### config.mk
export PLATFORM = sky130hd
export DESIGN_NAME = mui_core
export DESIGN_NICKNAME = d
export VERILOG_FILES = /design/src/include/mui_pkg.sv /design/src/hw/mui_core.sv /design/src/hw/mui_fifo.sv
export SDC_FILE = /design/constraint.sdc
export NUM_CORES = 1
export LEC_CHECK = 0
export ABC_AREA = 1
export BUFFER_PORTS_ARGS = -buffer_cell sky130_fd_sc_hd__clkbuf_2
export CAP_MARGIN = 10
export CORE_ASPECT_RATIO = 1.75
export CORE_MARGIN = 5
export CORE_UTILIZATION = 47
export DETAILED_ROUTE_END_ITERATION = 12
export GPL_TIMING_DRIVEN = 0
export PLACE_DENSITY = 0.6
export SLEW_MARGIN = 20
export SYNTH_ARGS = -nofsm -noshare
export SYNTH_HDL_FRONTEND = slang
export SYNTH_SLANG_ARGS = --single-unit
### constraint.sdc
create_clock -name ref_clk -period 6 [get_ports ref_clk]
set_input_delay 1.2 -clock ref_clk [delete_from_list [all_inputs] [get_ports ref_clk]]
set_output_delay 1.2 -clock ref_clk [all_outputs]
set_load 0.005 [all_outputs]
### src/include/mui_pkg.sv
// constants, types and helpers shared by the serial music interface
// assumes a single 10 MHz clock and a host that strobes byte reads and writes
// Functional notes
// - frame: start, eight data, one stop
// - fixed 31.25 Kbaud both directions, not programmable
// - data at base+0, command/status at base+1
// - base address and interrupt level configurable
// - sixteen byte transmit and receive fifos
// - offset one: write command, read status
// - status bit 7 set when receive empty
// - status bit 6 set when transmit full
// - status bits 5..0 always read 3fh
// - only ffh and 3fh commands act
// - reset starts in intelligent mode
// - intelligent mode data reads return feh
// - intelligent mode data writes are dropped
// - 3fh: uart mode, ack byte, interrupt
// - ffh restores initial state, intelligent mode
// - received bytes queued, data reads pop them
// - interrupt while receive fill reaches trigger
// - trigger chosen by config bits 2-1
// - written bytes queued then sent in order
package mui_pkg;
  localparam logic MUI_OFS_DATA = 1'b0;
  localparam logic MUI_OFS_CMD = 1'b1;
  localparam logic [7:0] MUI_CMD_RESET = 8'hff;
  localparam logic [7:0] MUI_CMD_UART = 8'h3f;
  localparam logic [7:0] MUI_ACK_CODE = 8'hfe;
  localparam logic [5:0] MUI_STATUS_RSVD = 6'h3f;
  localparam int MUI_TRIG_LSB = 1;
  localparam int MUI_FIFO_DEPTH = 16;
  localparam int MUI_DATA_BITS = 8;
  localparam int MUI_CLK_PERIOD_NS = 100;
  // one bit at 31.25 Kbaud
  localparam int MUI_BIT_TIME_NS = 32000;
  localparam int MUI_BIT_CYCLES = MUI_BIT_TIME_NS / MUI_CLK_PERIOD_NS;
  localparam int MUI_TMR_W = $clog2(MUI_BIT_CYCLES);
  localparam logic [MUI_TMR_W-1:0] MUI_BIT_LAST = MUI_TMR_W'(MUI_BIT_CYCLES - 1);
  localparam logic [MUI_TMR_W-1:0] MUI_HALF_LAST = MUI_TMR_W'(MUI_BIT_CYCLES / 2 - 1);
  localparam logic [2:0] MUI_LAST_BIT = 3'h7;
  localparam logic [4:0] MUI_TRIG_L0 = 5'h01;
  localparam logic [4:0] MUI_TRIG_L1 = 5'h04;
  localparam logic [4:0] MUI_TRIG_L2 = 5'h08;
  localparam logic [4:0] MUI_TRIG_L3 = 5'h0e;

  typedef enum logic {MUI_INTEL = 1'b0, MUI_UART = 1'b1} mui_mode_t;
  typedef enum logic [1:0] {
    MUI_SER_IDLE = 2'b00,
    MUI_SER_START = 2'b01,
    MUI_SER_DATA = 2'b10,
    MUI_SER_STOP = 2'b11
  } mui_ser_t;

  function automatic logic [4:0] mui_trig(input logic [1:0] sel);
    case (sel)
      2'b00: mui_trig = MUI_TRIG_L0;
      2'b01: mui_trig = MUI_TRIG_L1;
      2'b10: mui_trig = MUI_TRIG_L2;
      default: mui_trig = MUI_TRIG_L3;
    endcase
  endfunction
endpackage

### src/hw/mui_core.sv
// serial music interface: host byte ports, mode handling, fifos, serial link
// assumes host strobes are one-cycle pulses synchronous to ref_clk
`timescale 1ns/100ps
`default_nettype none
module mui_core
  import mui_pkg::*;
(
  input wire logic ref_clk,
  input wire logic rstn,
  input wire logic [15:0] io_addr,
  input wire logic io_rd,
  input wire logic io_wr,
  input wire logic [7:0] io_wdata,
  output logic [7:0] io_rdata,
  input wire logic [15:0] cfg_base_addr,
  input wire logic [3:0] cfg_irq_level,
  input wire logic [7:0] special_config_register,
  input wire logic serial_input_pin,
  output logic serial_output_pin,
  output logic irq_req,
  output logic [3:0] irq_level,
  output logic rx_buffer_empty_flag,
  output logic tx_buffer_full_flag
);
  localparam int CW = $clog2(MUI_FIFO_DEPTH + 1);

  typedef struct packed {
    mui_mode_t mode;
    logic [7:0] rdata;
    logic ack_irq;
    logic [3:0] irq_lvl;
    mui_ser_t tx_st;
    logic [MUI_TMR_W-1:0] tx_tmr;
    logic [2:0] tx_bit;
    logic [7:0] tx_sh;
    logic tx_out;
    mui_ser_t rx_st;
    logic [MUI_TMR_W-1:0] rx_tmr;
    logic [2:0] rx_bit;
    logic [7:0] rx_sh;
  } mui_core_st_t;

  mui_core_st_t s_q, s_d;

  // returns 1 when the address lands in the two-byte window at offset ofs
  function automatic logic mui_sel(input logic [15:0] a, input logic [15:0] base,
                                   input logic ofs);
    logic [15:0] diff;
    diff = a - base;
    mui_sel = (diff[15:1] == 15'h0000) && (diff[0] == ofs);
  endfunction

  logic data_rd, data_wr, cmd_wr, stat_rd;
  logic flush;
  logic tx_push, tx_ready, tx_valid, tx_pop;
  logic [7:0] tx_data;
  logic [CW-1:0] tx_cnt;
  logic rx_push, rx_ready, rx_valid, rx_pop, rx_frame_ok;
  logic [7:0] rx_wdata, rx_data;
  logic [CW-1:0] rx_cnt;
  logic [4:0] trig;
  logic level_irq;

  assign data_rd = io_rd && mui_sel(io_addr, cfg_base_addr, MUI_OFS_DATA);
  assign data_wr = io_wr && mui_sel(io_addr, cfg_base_addr, MUI_OFS_DATA);
  assign stat_rd = io_rd && mui_sel(io_addr, cfg_base_addr, MUI_OFS_CMD);
  assign cmd_wr = io_wr && mui_sel(io_addr, cfg_base_addr, MUI_OFS_CMD);

  // unknown command codes fall through with no effect
  assign flush = cmd_wr && (io_wdata == MUI_CMD_RESET);

  // transmit side: data writes only queue in uart mode
  assign tx_push = data_wr && (s_q.mode == MUI_UART);
  assign tx_pop = tx_valid && (s_q.tx_st == MUI_SER_IDLE) && (s_q.mode == MUI_UART) && !flush;

  // receive side: acknowledge on mode entry, else completed frames in uart mode
  assign rx_frame_ok = (s_q.rx_st == MUI_SER_STOP) && (s_q.rx_tmr == MUI_BIT_LAST)
                       && serial_input_pin;
  assign rx_push = (cmd_wr && (io_wdata == MUI_CMD_UART) && (s_q.mode == MUI_INTEL))
                   || (rx_frame_ok && (s_q.mode == MUI_UART));
  assign rx_wdata = (s_q.mode == MUI_INTEL) ? MUI_ACK_CODE : s_q.rx_sh;
  assign rx_pop = data_rd && (s_q.mode == MUI_UART);

  mui_fifo #(.W(MUI_DATA_BITS), .D(MUI_FIFO_DEPTH)) u_tx_fifo (
    .ref_clk(ref_clk),
    .rstn(rstn),
    .flush(flush),
    .wr_valid(tx_push),
    .wr_data(io_wdata),
    .wr_ready(tx_ready),
    .rd_ready(tx_pop),
    .rd_valid(tx_valid),
    .rd_data(tx_data),
    .count(tx_cnt)
  );

  mui_fifo #(.W(MUI_DATA_BITS), .D(MUI_FIFO_DEPTH)) u_rx_fifo (
    .ref_clk(ref_clk),
    .rstn(rstn),
    .flush(flush),
    .wr_valid(rx_push),
    .wr_data(rx_wdata),
    .wr_ready(rx_ready),
    .rd_ready(rx_pop),
    .rd_valid(rx_valid),
    .rd_data(rx_data),
    .count(rx_cnt)
  );

  // intelligent mode always shows a held acknowledge byte
  assign rx_buffer_empty_flag = (s_q.mode == MUI_UART) ? !rx_valid : 1'b0;
  assign tx_buffer_full_flag = !tx_ready;

  assign trig = mui_trig(special_config_register[MUI_TRIG_LSB +: 2]);
  assign level_irq = (s_q.mode == MUI_UART) && (rx_cnt >= trig);
  assign irq_req = level_irq || s_q.ack_irq;
  assign irq_level = s_q.irq_lvl;
  assign io_rdata = s_q.rdata;
  assign serial_output_pin = s_q.tx_out;

  always_comb begin
    s_d = s_q;
    s_d.irq_lvl = cfg_irq_level;
    // host read data
    if (data_rd) begin
      s_d.rdata = (s_q.mode == MUI_INTEL) ? MUI_ACK_CODE : rx_data;
    end else if (stat_rd) begin
      s_d.rdata = {rx_buffer_empty_flag, tx_buffer_full_flag, MUI_STATUS_RSVD};
    end
    // acknowledge interrupt: a data read clears it, a new entry sets it
    if (data_rd) begin
      s_d.ack_irq = 1'b0;
    end
    if (cmd_wr && (io_wdata == MUI_CMD_UART) && (s_q.mode == MUI_INTEL)) begin
      s_d.mode = MUI_UART;
      s_d.ack_irq = 1'b1;
    end
    // transmitter
    case (s_q.tx_st)
      MUI_SER_IDLE: begin
        s_d.tx_out = 1'b1;
        if (tx_pop) begin
          s_d.tx_st = MUI_SER_START;
          s_d.tx_sh = tx_data;
          s_d.tx_tmr = '0;
          s_d.tx_out = 1'b0;
        end
      end
      MUI_SER_START: begin
        if (s_q.tx_tmr == MUI_BIT_LAST) begin
          s_d.tx_tmr = '0;
          s_d.tx_st = MUI_SER_DATA;
          s_d.tx_bit = '0;
          s_d.tx_out = s_q.tx_sh[0];
        end else begin
          s_d.tx_tmr = s_q.tx_tmr + 1'b1;
        end
      end
      MUI_SER_DATA: begin
        if (s_q.tx_tmr == MUI_BIT_LAST) begin
          s_d.tx_tmr = '0;
          if (s_q.tx_bit == MUI_LAST_BIT) begin
            s_d.tx_st = MUI_SER_STOP;
            s_d.tx_out = 1'b1;
          end else begin
            s_d.tx_bit = s_q.tx_bit + 1'b1;
            s_d.tx_sh = {1'b0, s_q.tx_sh[7:1]};
            s_d.tx_out = s_q.tx_sh[1];
          end
        end else begin
          s_d.tx_tmr = s_q.tx_tmr + 1'b1;
        end
      end
      MUI_SER_STOP: begin
        if (s_q.tx_tmr == MUI_BIT_LAST) begin
          s_d.tx_tmr = '0;
          s_d.tx_st = MUI_SER_IDLE;
        end else begin
          s_d.tx_tmr = s_q.tx_tmr + 1'b1;
        end
      end
      default: s_d.tx_st = MUI_SER_IDLE;
    endcase
    // receiver: start confirmed at mid bit, then sampled once per bit time
    case (s_q.rx_st)
      MUI_SER_IDLE: begin
        if (!serial_input_pin) begin
          s_d.rx_st = MUI_SER_START;
          s_d.rx_tmr = '0;
        end
      end
      MUI_SER_START: begin
        if (s_q.rx_tmr == MUI_HALF_LAST) begin
          s_d.rx_tmr = '0;
          s_d.rx_bit = '0;
          s_d.rx_st = serial_input_pin ? MUI_SER_IDLE : MUI_SER_DATA;
        end else begin
          s_d.rx_tmr = s_q.rx_tmr + 1'b1;
        end
      end
      MUI_SER_DATA: begin
        if (s_q.rx_tmr == MUI_BIT_LAST) begin
          s_d.rx_tmr = '0;
          s_d.rx_sh = {serial_input_pin, s_q.rx_sh[7:1]};
          if (s_q.rx_bit == MUI_LAST_BIT) begin
            s_d.rx_st = MUI_SER_STOP;
          end else begin
            s_d.rx_bit = s_q.rx_bit + 1'b1;
          end
        end else begin
          s_d.rx_tmr = s_q.rx_tmr + 1'b1;
        end
      end
      MUI_SER_STOP: begin
        if (s_q.rx_tmr == MUI_BIT_LAST) begin
          s_d.rx_tmr = '0;
          s_d.rx_st = MUI_SER_IDLE;
        end else begin
          s_d.rx_tmr = s_q.rx_tmr + 1'b1;
        end
      end
      default: s_d.rx_st = MUI_SER_IDLE;
    endcase
    // reset command returns mode, interrupt, serial state and fifos to the power-up condition; read data holds
    if (flush) begin
      s_d.mode = MUI_INTEL;
      s_d.ack_irq = 1'b0;
      s_d.tx_st = MUI_SER_IDLE;
      s_d.tx_tmr = '0;
      s_d.tx_out = 1'b1;
      s_d.rx_st = MUI_SER_IDLE;
      s_d.rx_tmr = '0;
    end
  end

  always_ff @(posedge ref_clk) begin
    if (!rstn) begin
      s_q <= '0;
      s_q.tx_out <= 1'b1;
    end else begin
      s_q <= s_d;
    end
  end
endmodule // mui_core
`default_nettype wire

### src/hw/mui_fifo.sv
// byte queue with valid/ready on both sides and a synchronous flush
// assumes depth is a power of two
`timescale 1ns/100ps
`default_nettype none
module mui_fifo #(
  parameter int W = 8,
  parameter int D = 16
) (
  input wire logic ref_clk,
  input wire logic rstn,
  input wire logic flush,
  input wire logic wr_valid,
  input wire logic [W-1:0] wr_data,
  output logic wr_ready,
  input wire logic rd_ready,
  output logic rd_valid,
  output logic [W-1:0] rd_data,
  output logic [$clog2(D+1)-1:0] count
);
  localparam int AW = $clog2(D);
  localparam int CW = $clog2(D + 1);
  localparam logic [CW-1:0] FULL = CW'(D);

  typedef struct packed {
    logic [D-1:0][W-1:0] mem;
    logic [AW-1:0] wp;
    logic [AW-1:0] rp;
    logic [CW-1:0] cnt;
  } mui_fifo_st_t;

  mui_fifo_st_t s_q, s_d;
  logic push, pop;

  assign wr_ready = (s_q.cnt != FULL);
  assign rd_valid = (s_q.cnt != '0);
  assign rd_data = s_q.mem[s_q.rp];
  assign count = s_q.cnt;
  assign push = wr_valid && wr_ready;
  assign pop = rd_ready && rd_valid;

  always_comb begin
    s_d = s_q;
    if (flush) begin
      s_d.wp = '0;
      s_d.rp = '0;
      s_d.cnt = '0;
    end else begin
      if (push) begin
        s_d.mem[s_q.wp] = wr_data;
        s_d.wp = s_q.wp + 1'b1;
      end
      if (pop) begin
        s_d.rp = s_q.rp + 1'b1;
      end
      if (push && !pop) begin
        s_d.cnt = s_q.cnt + 1'b1;
      end else if (pop && !push) begin
        s_d.cnt = s_q.cnt - 1'b1;
      end
    end
  end

  always_ff @(posedge ref_clk) begin
    if (!rstn) begin
      s_q <= '0;
    end else begin
      s_q <= s_d;
    end
  end
endmodule // mui_fifo
`default_nettype wire

# Yosys cells after proc, flatten, opt, wreduce, memory -nomap -nowiden
# Index checks and enable logic that the tools add are counted.
[classes] addsub=13 multipliers=0 n_div=0 n_lt_le_gt_ge=7 eq_ne=29 shift=0 n_mux=51 bitwise=4 n_reduce_logical=61
[op_table] cell="$bwmux 128" n=2
[op_table] cell="$pmux 11 s4" n=2
[op_table] cell="$bmux 8 s4" n=2
[op_table] cell="$demux 8 s4" n=2
[op_table] cell="$mux 8" n=8
[op_table] cell="$mux 11" n=4
[op_table] cell="$mux 9" n=4
[op_table] cell="$logic_and 1x1->1" n=28
[op_table] cell="$lt 4x5->1 const B" n=4
[op_table] cell="$mux 5" n=4
[op_table] cell="$ne 2x2->1 const B" n=10
[op_table] cell="$add 9x1->9 const B" n=2
[op_table] cell="$eq 9x9->1 const B" n=2
[op_table] cell="$mux 2" n=9
[op_table] cell="$add 4x1->4 const B" n=4
[op_table] cell="$pmux 8 s2" n=1
[op_table] cell="$sub 16x16->16" n=1
[op_table] cell="$logic_not 15->1" n=1
[op_table] cell="$reduce_bool 2->1" n=7
[op_table] cell="$mux 12" n=1
[op_table] cell="$pmux 3 s2" n=2
[op_table] cell="$pmux 4 s3" n=1
[op_table] cell="$reduce_and 4->1" n=3
[op_table] cell="$add 5x1->5 const B" n=2
[op_table] cell="other kinds (25)" n=59
[totals] ff_bits=341 latchBits=0 mem_bits_rw=0 mem_bits_ro=0 out_inout_bits=16 wordCells=216 n_memories=0

# Longest topological paths before layout
# Gate-level depths: netlist (run 1).
[depth] ltp_word=12 depth_mapped=31

# By module
# Synthesis (run 1) repeated with hierarchy kept, for this count alone.
[hier_totals] hier_cells=3070 area_unflattened_um2=19354.8
[modules_own_cells] module="mui_fifo (u_tx_fifo)" n_inst=1 cells_each=1185 area_each_um2=7573.5 seq_area_each_um2=2822.7
[modules_own_cells] module="mui_fifo (u_rx_fifo)" n_inst=1 cells_each=1188 area_each_um2=7460.9 seq_area_each_um2=2822.7
[modules_own_cells] module="mui_core" n_inst=1 cells_each=697 area_each_um2=4320.4 seq_area_each_um2=1181.1

# Worst setup path after synthesis (run 1)
# OpenSTA, ideal clock, no wires.
[synth_timing] kind="in2reg" from="input port io_addr[0]" to="register u_rx_fifo.s_q, in the netlist u_rx_fifo.count[4]" setup_time_ns=0.126 t_arrival_ns=4.639 required_ns=5.874 path_slack_ns=1.234 path_stages=29 path_buffers=0 cell_sequence="inv_1 ha_1 fa_1 inv_1 nand2_1 nand2_1 nand3_2 nand2_2 nand2_1 nand3_1 nand2_1 nor2_2 nand3_2 nor2_8 nand2_1 nor2_2 nand2_1 nor2_2 inv_1 ha_1 inv_1 ha_1 nand2_1 nor2_1 a211oi_1 nor2_1 nor2_1 xor2_1 nor2_1"
[synth_via] elab_chain_len=11 elab_cells_between_ends=21 classes_between="1 x add/sub; 1 x mux; 1 x bitwise; 18 x reduce/logical"
[synth_lines] item="from (decl)" line_no="mui_core.sv:10" text="input wire logic [15:0] io_addr,"
[synth_lines] item="$sub 16x16->16 *" line_no="mui_core.sv:49" text="diff = a - base;"
[synth_lines] item="$logic_not 15->1" line_no="mui_core.sv:50" text="mui_sel = (diff[15:1] == 15'h0000) && (diff[0] == ofs);"
[synth_lines] item="$logic_and 1x1->1" line_no="mui_core.sv:50"
[synth_lines] item="$logic_and 1x1->1" line_no="mui_core.sv:67" text="assign cmd_wr = io_wr && mui_sel(io_addr, cfg_base_addr, MUI_OFS_CMD);"
[synth_lines] item="$logic_and 1x1->1 (2 in series)" line_no="mui_core.sv:79" text="assign rx_push = (cmd_wr && (io_wdata == MUI_CMD_UART) && (s_q.mode == MUI_INTEL))"
[synth_lines] item="$logic_or 1x1->1" line_no="mui_core.sv:80" text="|| (rx_frame_ok && (s_q.mode == MUI_UART));"
[synth_lines] item="$logic_and 1x1->1" line_no="mui_fifo.sv:38" text="assign push = wr_valid && wr_ready;"
[synth_lines] item="$logic_not 1->1" line_no="mui_fifo.sv:57" text="end else if (pop && !push) begin"
[synth_lines] item="$logic_and 1x1->1" line_no="mui_fifo.sv:57"
[synth_lines] item="$reduce_bool 2->1 (no source line)"
[synth_lines] item="to (signal assigned)" line_no="mui_fifo.sv:65" text="s_q <= '0;"
[synth_lines] item="to (signal assigned)" line_no="mui_fifo.sv:67" text="s_q <= s_d;"
[synth_lines] item="to (decl)" line_no="mui_fifo.sv:31" text="mui_fifo_st_t s_q, s_d;"
# Mark *: on every way between the ends. The rest lies on a longest branch, timed or not.
# A chain may end at the register's enable or synchronous reset.

# Final worst setup path (run 1)
# Same ends and word-level chain as after synthesis.

==> results of run 1 <==
## layer usage
metal,track usage [%],up-vias
li1,-,8616
met1,31.7,8131
met2,56.2,664
met3,3.25,270
met4,24.7,0
met5,0,-
## worst max-delay path: cells and delay by family
kind / cells / cell delay [ns]
compound gates: 2 / 0.36
buf+inv: 5 / 0.48
simple gates: 16 / 2.07
xor+xnor: 1 / 0.15
fa+ha+maj: 4 / 1.25
## per-stage QoR
step                      total power [mW]  setup WS [ns]  std cells
after floorplan                       2.65           1.23       2532
after global placement                2.77          0.381       3069
after detailed placement              2.78          0.277       3069
after CTS                             5.14          0.839       3133
after global routing                  5.28          0.410       3133
final                                 5.11          0.839       3133
## layout make-up
type / instances / area [sq um] / area share (%)
Sequential cell: 341 / 6830 / 34.9
Inverter: 272 / 1030 / 5.24
Timing Repair Buffer: 62 / 310 / 1.58
Clock inverter: 13 / 186 / 0.952
Multi-Input combinational cell: 1766 / 8890 / 45.4
Clock buffer: 51 / 1050 / 5.36
Tap cell: 475 / 594 / 3.04
Buffer: 153 / 693 / 3.54
## sequential cells by signal (all words and copies together) (netlist names), named ones only
name	count
s_q	45
serial_output_pin	1
u_tx_fifo.s_q	136
irq_level	4
u_rx_fifo.count	5
io_rdata	8
u_tx_fifo.count	5
u_rx_fifo.s_q	136
## where the power goes
part | switching [mW] | internal [mW]
clock network | 0.975 | 1.40
logic | 0.296 | 0.131
registers | 0.0188 | 2.29
total | 1.29 | 3.82
## cells by family after synthesis
logic type / count (synthesis) / share of synthesized area (%)
adders and majority gates: 50 / 3.72
buffers and inverters: 425 / 9.86
and+or+nand+nor: 1008 / 25.5
AOI/OAI and AO/OA: 691 / 20.9
DFF: 341 / 39.2
xor gates and xnor gates: 17 / 0.854
## cells in the final DEF (no fill, tap or decap), types with 7 or more instances in the layout
master and n:
nor2_1 370, a22oi_1 7, nand3_1 126, clkbuf_1 109, nand4_1 53, inv_2 13
nand2_1 337, ha_1 47, nand2_2 7, buf_4 22, o21ai_1 18, o22ai_1 15
clkbuf_16 38, xor2_1 13, dfxtp_1 341, nor2_4 8, a21oi_1 260, clkbuf_2 62
o21ai_0 343, nor3_1 59, buf_1 16, nor2_2 20, a211oi_1 11, a31oi_1 7
buf_2 11, inv_1 253
## how the worst max path moves through the flow
stage	endpoint	slack (ns)	cells past startpoint
floorplan	u_rx_fifo.count[4]	1.23	29
global placement	u_rx_fifo.count[4]	0.38	28
detailed placement	u_rx_fifo.count[4]	0.28	28
CTS	u_rx_fifo.count[4]	0.84	28
global route	u_rx_fifo.count[4]	0.41	28
finish	u_rx_fifo.count[4]	0.84	28
==> qor.csv, run 1 <==
stage,metric,value,unit
worst_setup_path,crit_path_start,io_addr[0],
final_layout,final_area,19600,sq um
floorplanning,start_util,47.4,%
routing,dr_wl_met2,33000,microns
hold_path,hold_path.startpoint,u_tx_fifo.s_q[111],
routing,drt_iter0_markers,1524,
floorplanning,die_w,156,microns
sta,clock-skew-final,0.0246,ns
worst_setup_path,arrival,5.56,ns
worst_setup_path,cp-end-kind,register,
cts,cts_tree,yes,
yosys,synth_top_cell_area_share,39.2,%
yosys,seq_area_frac_synth,39.2,%
routing,routed_wl,65000,microns
sta,finalHoldViolCount,0,
sta,drv_slew,0,
sta,hold-worst-slack,0.446,ns
final_layout,areaGrowthSynthToFinish,12.3,%
routing,wl_met1,22400,microns
worst_setup_path,crit_path_start_kind,input pin,
yosys,synthTopCellsByCount,"370 x nor2_1, 343 x o21ai_0, 341 x dfxtp_1, 337 x nand2_1, 260 x a21oi_1",
placement,gp_congestion,1.00,
final_layout,fillCellCount,3762,
worst_setup_path,reg2reg_slack,2.00,ns
sta,fin_crit_sh,86.0,%
floorplanning,core-area,36800,sq um
worst_setup_path,cpMaxStageDelayCell,fa_1,
yosys,ys_warn_count,0,
final_layout,finalNetCount,2739,
yosys,synth_nets,2639,
cts,root_buffer,clkbuf_16,
cts,cts.htree.levels,2,
cts,ctsHoldBuffers,0,
grt,grt_max_degree,16,
grt,grt_pass1_vias,17400,
sta,worstMarginPinSlew,1.04,ns
floorplanning,num_rows,93,
routing,wl_per_cell,20.8,microns
routing,ant_nets,0,
sta,fmax,194,MHz
hold_path,min_to,u_tx_fifo.s_q[111],
worst_setup_path,worstRegToRegCells,17,
worst_setup_path,cp.required,6.40,ns
grt,grt_pass1_wl,98500,microns
flow_run,maxCapViolCount,0,
sta,max_slew_margin,30.8,%
grt,grt_overflow_total,0,
yosys,syn_area,17400,sq um
hold_path,hold_path_depth,2,
worst_setup_path,critPathKind,input pin to register,
yosys,ys.flop_type,dfxtp_1,
yosys,async_reset_ff_share,0,%
worst_setup_path,reg2reg_to,u_rx_fifo.count[4],
power_and_ir_drop,vdd_drop_max,0.211,mV
routing,vias,17700,
power_and_ir_drop,power_density,261,nW/um^2
floorplanning,io_pins,73,
worst_setup_path,cpPeakStageDelay,0.43,ns
yosys,ys_ff_latch,341,
routing,vias_per_cell,5.64,
yosys,yosysMostFrequentCell,nor2_1,
yosys,synth_area_leader_cell,dfxtp_1,
cts,cts.clk_slew.worst_paths,0.06,ns
routing,drcViolationCount,0,
yosys,synth_area_leaders,"dfxtp_1 39%, o21ai_0 9.8%, nor2_1 8.0%",
cts,cts_resized,0,
floorplanning,die_h,265,microns
status,status,"complete, no violations",
placement,post-dp-hpwl,49400,microns
cts,post_cts_buffers,0,
placement,postPlaceCellArea,18300,sq um
routing,routed.top_layer,met4,
yosys,syn_area_per_cell,6.89,sq um
routing,firstDrtPassIters,6,
floorplanning,dieArea,41200,sq um
grt,grt_util_all_layers,31.0,%
cts,cts_buffers,36,
sta,rsz0062_at_grt,false,
sta,min_period,5.16,ns
final_layout,diodes,0,
yosys,synthCells,2532,
power_and_ir_drop,cellLeakagePower,7.85,nW
hold_path,hp-class,register to register,
grt,antenna_found_initial,1,
cts,clock_path_buffers,3,
placement,numPortBuffers,62,
worst_setup_path,critPathMaxFanout,5,
sta,setup_violations,0,
final_layout,fin_util,53.2,%
cts,insertion_delay,0.54,ns
sta,setup_tns,0,ns
worst_setup_path,cpMostUsedCell,nor2_1,
worst_setup_path,r2r_start,s_q[58],
yosys,synth-edff-count,0,
routing,wl_met3,3250,microns
yosys,ys_types,52,
cts,clock-sinks,341,
final_layout,layout-drive-gt1-share,8.35,%
Note: power is estimated with default switching activity, not from simulation.
==> inputs of run 2 (changes only) <==
Settings changed: CORE_UTILIZATION 47 to 50, PLACE_DENSITY 0.6 to 0.64.
==> qor.csv, run 2 (synthesized netlist as in run 1, its figures left out) <==
stage,metric,value,unit
floorplanning,core-area,34500,sq um
power_and_ir_drop,vdd_drop_max,0.246,mV
sta,max_slew_margin,36.4,%
grt,antenna_found_initial,1,
worst_setup_path,arrival,5.65,ns
worst_setup_path,cp-end-kind,register,
sta,finalHoldViolCount,0,
grt,grt_pass1_vias,17000,
grt,grt_pass1_wl,95200,microns
worst_setup_path,cp.required,6.41,ns
routing,vias_per_cell,5.58,
worst_setup_path,crit_path_start_kind,input pin,
status,status,"complete, no violations",
floorplanning,num_rows,90,
sta,drv_slew,0,
sta,clock-skew-final,0.0166,ns
flow_run,maxCapViolCount,0,
placement,post-dp-hpwl,49100,microns
final_layout,final_cell_mix,"370 x nor2_1, 343 x o21ai_0, 341 x dfxtp_1, 337 x nand2_1, 260 x a21oi_1",
cts,cts.clk_slew.worst_paths,0.06,ns
sta,hold-worst-slack,0.448,ns
final_layout,final_area,19500,sq um
placement,numPortBuffers,62,
sta,fmax,191,MHz
power_and_ir_drop,cellLeakagePower,7.84,nW
cts,clock_path_buffers,3,
grt,grt_max_degree,15,
routing,vias,17400,
cts,cts_resized,0,
placement,gp_congestion,1.05,
worst_setup_path,worstRegToRegCells,17,
final_layout,reg.largest.list,"u_rx_fifo.s_q: 136 flops, u_tx_fifo.s_q: 136 flops, s_q: 45 flops",
floorplanning,die_w,151,microns
placement,postPlaceCellArea,18300,sq um
floorplanning,start_util,50.6,%
final_layout,area.sequential,6830,sq um
cts,post_cts_buffers,0,
worst_setup_path,critPathKind,input pin to register,
floorplanning,dieArea,38900,sq um
routing,drt_iter0_markers,1185,
final_layout,multi_input_area,8890,sq um
sta,rsz0062_at_grt,false,
floorplanning,io_pins,73,
grt,grt_overflow_total,0,
sta,setup_violations,0,
routing,drcViolationCount,0,
sta,setup_tns,0,ns
cts,insertion_delay,0.53,ns
cts,cts.htree.levels,2,
sta,fin_crit_sh,87.3,%
grt,grt_util_all_layers,31.9,%
cts,ctsHoldBuffers,0,
cts,clock-sinks,341,
hold_path,hold_path_depth,2,
hold_path,hp-class,register to register,
cts,cts_buffers,35,
sta,worstMarginPinSlew,0.955,ns
cts,root_buffer,clkbuf_16,
routing,firstDrtPassIters,5,
routing,wl_per_cell,20.1,microns
routing,routed_wl,62600,microns
final_layout,finalNetCount,2738,
final_layout,final_common_cell,nor2_1,
power_and_ir_drop,power_density,258,nW/um^2
final_layout,areaGrowthSynthToFinish,12.0,%
routing,ant_nets,0,
final_layout,fillCellCount,3474,
cts,cts_tree,yes,
sta,min_period,5.24,ns
floorplanning,die_h,257,microns
final_layout,diodes,0,
worst_setup_path,critPathMaxFanout,5,
final_layout,layout-drive-gt1-share,8.43,%
-- run 2: where the power goes --
group	switching (mW)	internal, mW	leakage (nW)	total [mW]
Sequential	0.0186	2.29	2.75	2.31
Clock	0.949	1.35	0.597	2.30
Combinational	0.294	0.130	4.49	0.424
Total	1.26	3.77	7.84	5.03
-- run 2: metrics by stage --
stage / setup slack [ns] / total power [mW] / instances / util [%]
global route: 0.299 / 5.20 / 3117 / 56.7
global placement: 0.256 / 2.77 / 3054 / 53.2
CTS: 0.709 / 5.06 / 3117 / 56.7
finish: 0.760 / 5.03 / 3117 / 56.7
floorplan: 1.23 / 2.65 / 2532 / -
detailed placement: 0.148 / 2.78 / 3054 / 53.2
-- run 2: worst paths after layout --
kind	from	end	slack [ns]
setup / recovery	io_addr[0]	u_rx_fifo.count[4]	0.76
hold / removal	u_tx_fifo.s_q[58]	u_tx_fifo.s_q[58]	0.45
setup reg to reg	s_q[58]	u_rx_fifo.count[4]	1.99
hold reg to reg	u_tx_fifo.s_q[58]	u_tx_fifo.s_q[58]	0.45
-- run 2: final cells by class --
class                      count  share of cell area [%]
buffer                       153                    3.55
sequential                   341                    35.0
timing repair buffer          62                    1.59
clock buffer                  53                    5.61
clock inverter                10                   0.545
inverter                     272                    5.25
tap                          460                    2.95
multi-input combinational   1766                    45.5
-- run 2: worst max-delay path: stages --
cell      delay, ns
clkbuf_2       0.07
inv_1          0.03
ha_1           0.25
fa_1           0.40
inv_1          0.08
nand2_1        0.07
a21boi_1       0.16
nand3_1        0.10
nor2_1         0.20
nand3_1        0.12
nor2_1         0.13
nand3_2        0.14
nor2_8         0.17
nand2_1        0.15
nor2_2         0.16
nand2_1        0.12
nor2_2         0.28
inv_1          0.23
ha_1           0.32
inv_1          0.12
ha_1           0.29
nand2_1        0.09
nor2_1         0.04
a211oi_1       0.28
nor2_1         0.07
nor2_1         0.14
xor2_1         0.16
nor2_1         0.06
-- run 2: per-layer routing --
| metal | track usage, % | up-vias | share of wire (%) |
|---|---|---|---|
| met5 | 0 | - | 0 |
| met3 | 3.61 | 253 | 4.3 |
| met2 | 57.5 | 580 | 51 |
| met1 | 31.3 | 7974 | 34 |
| met4 | 27.5 | 0 | 11 |
| li1 | - | 8586 | - |
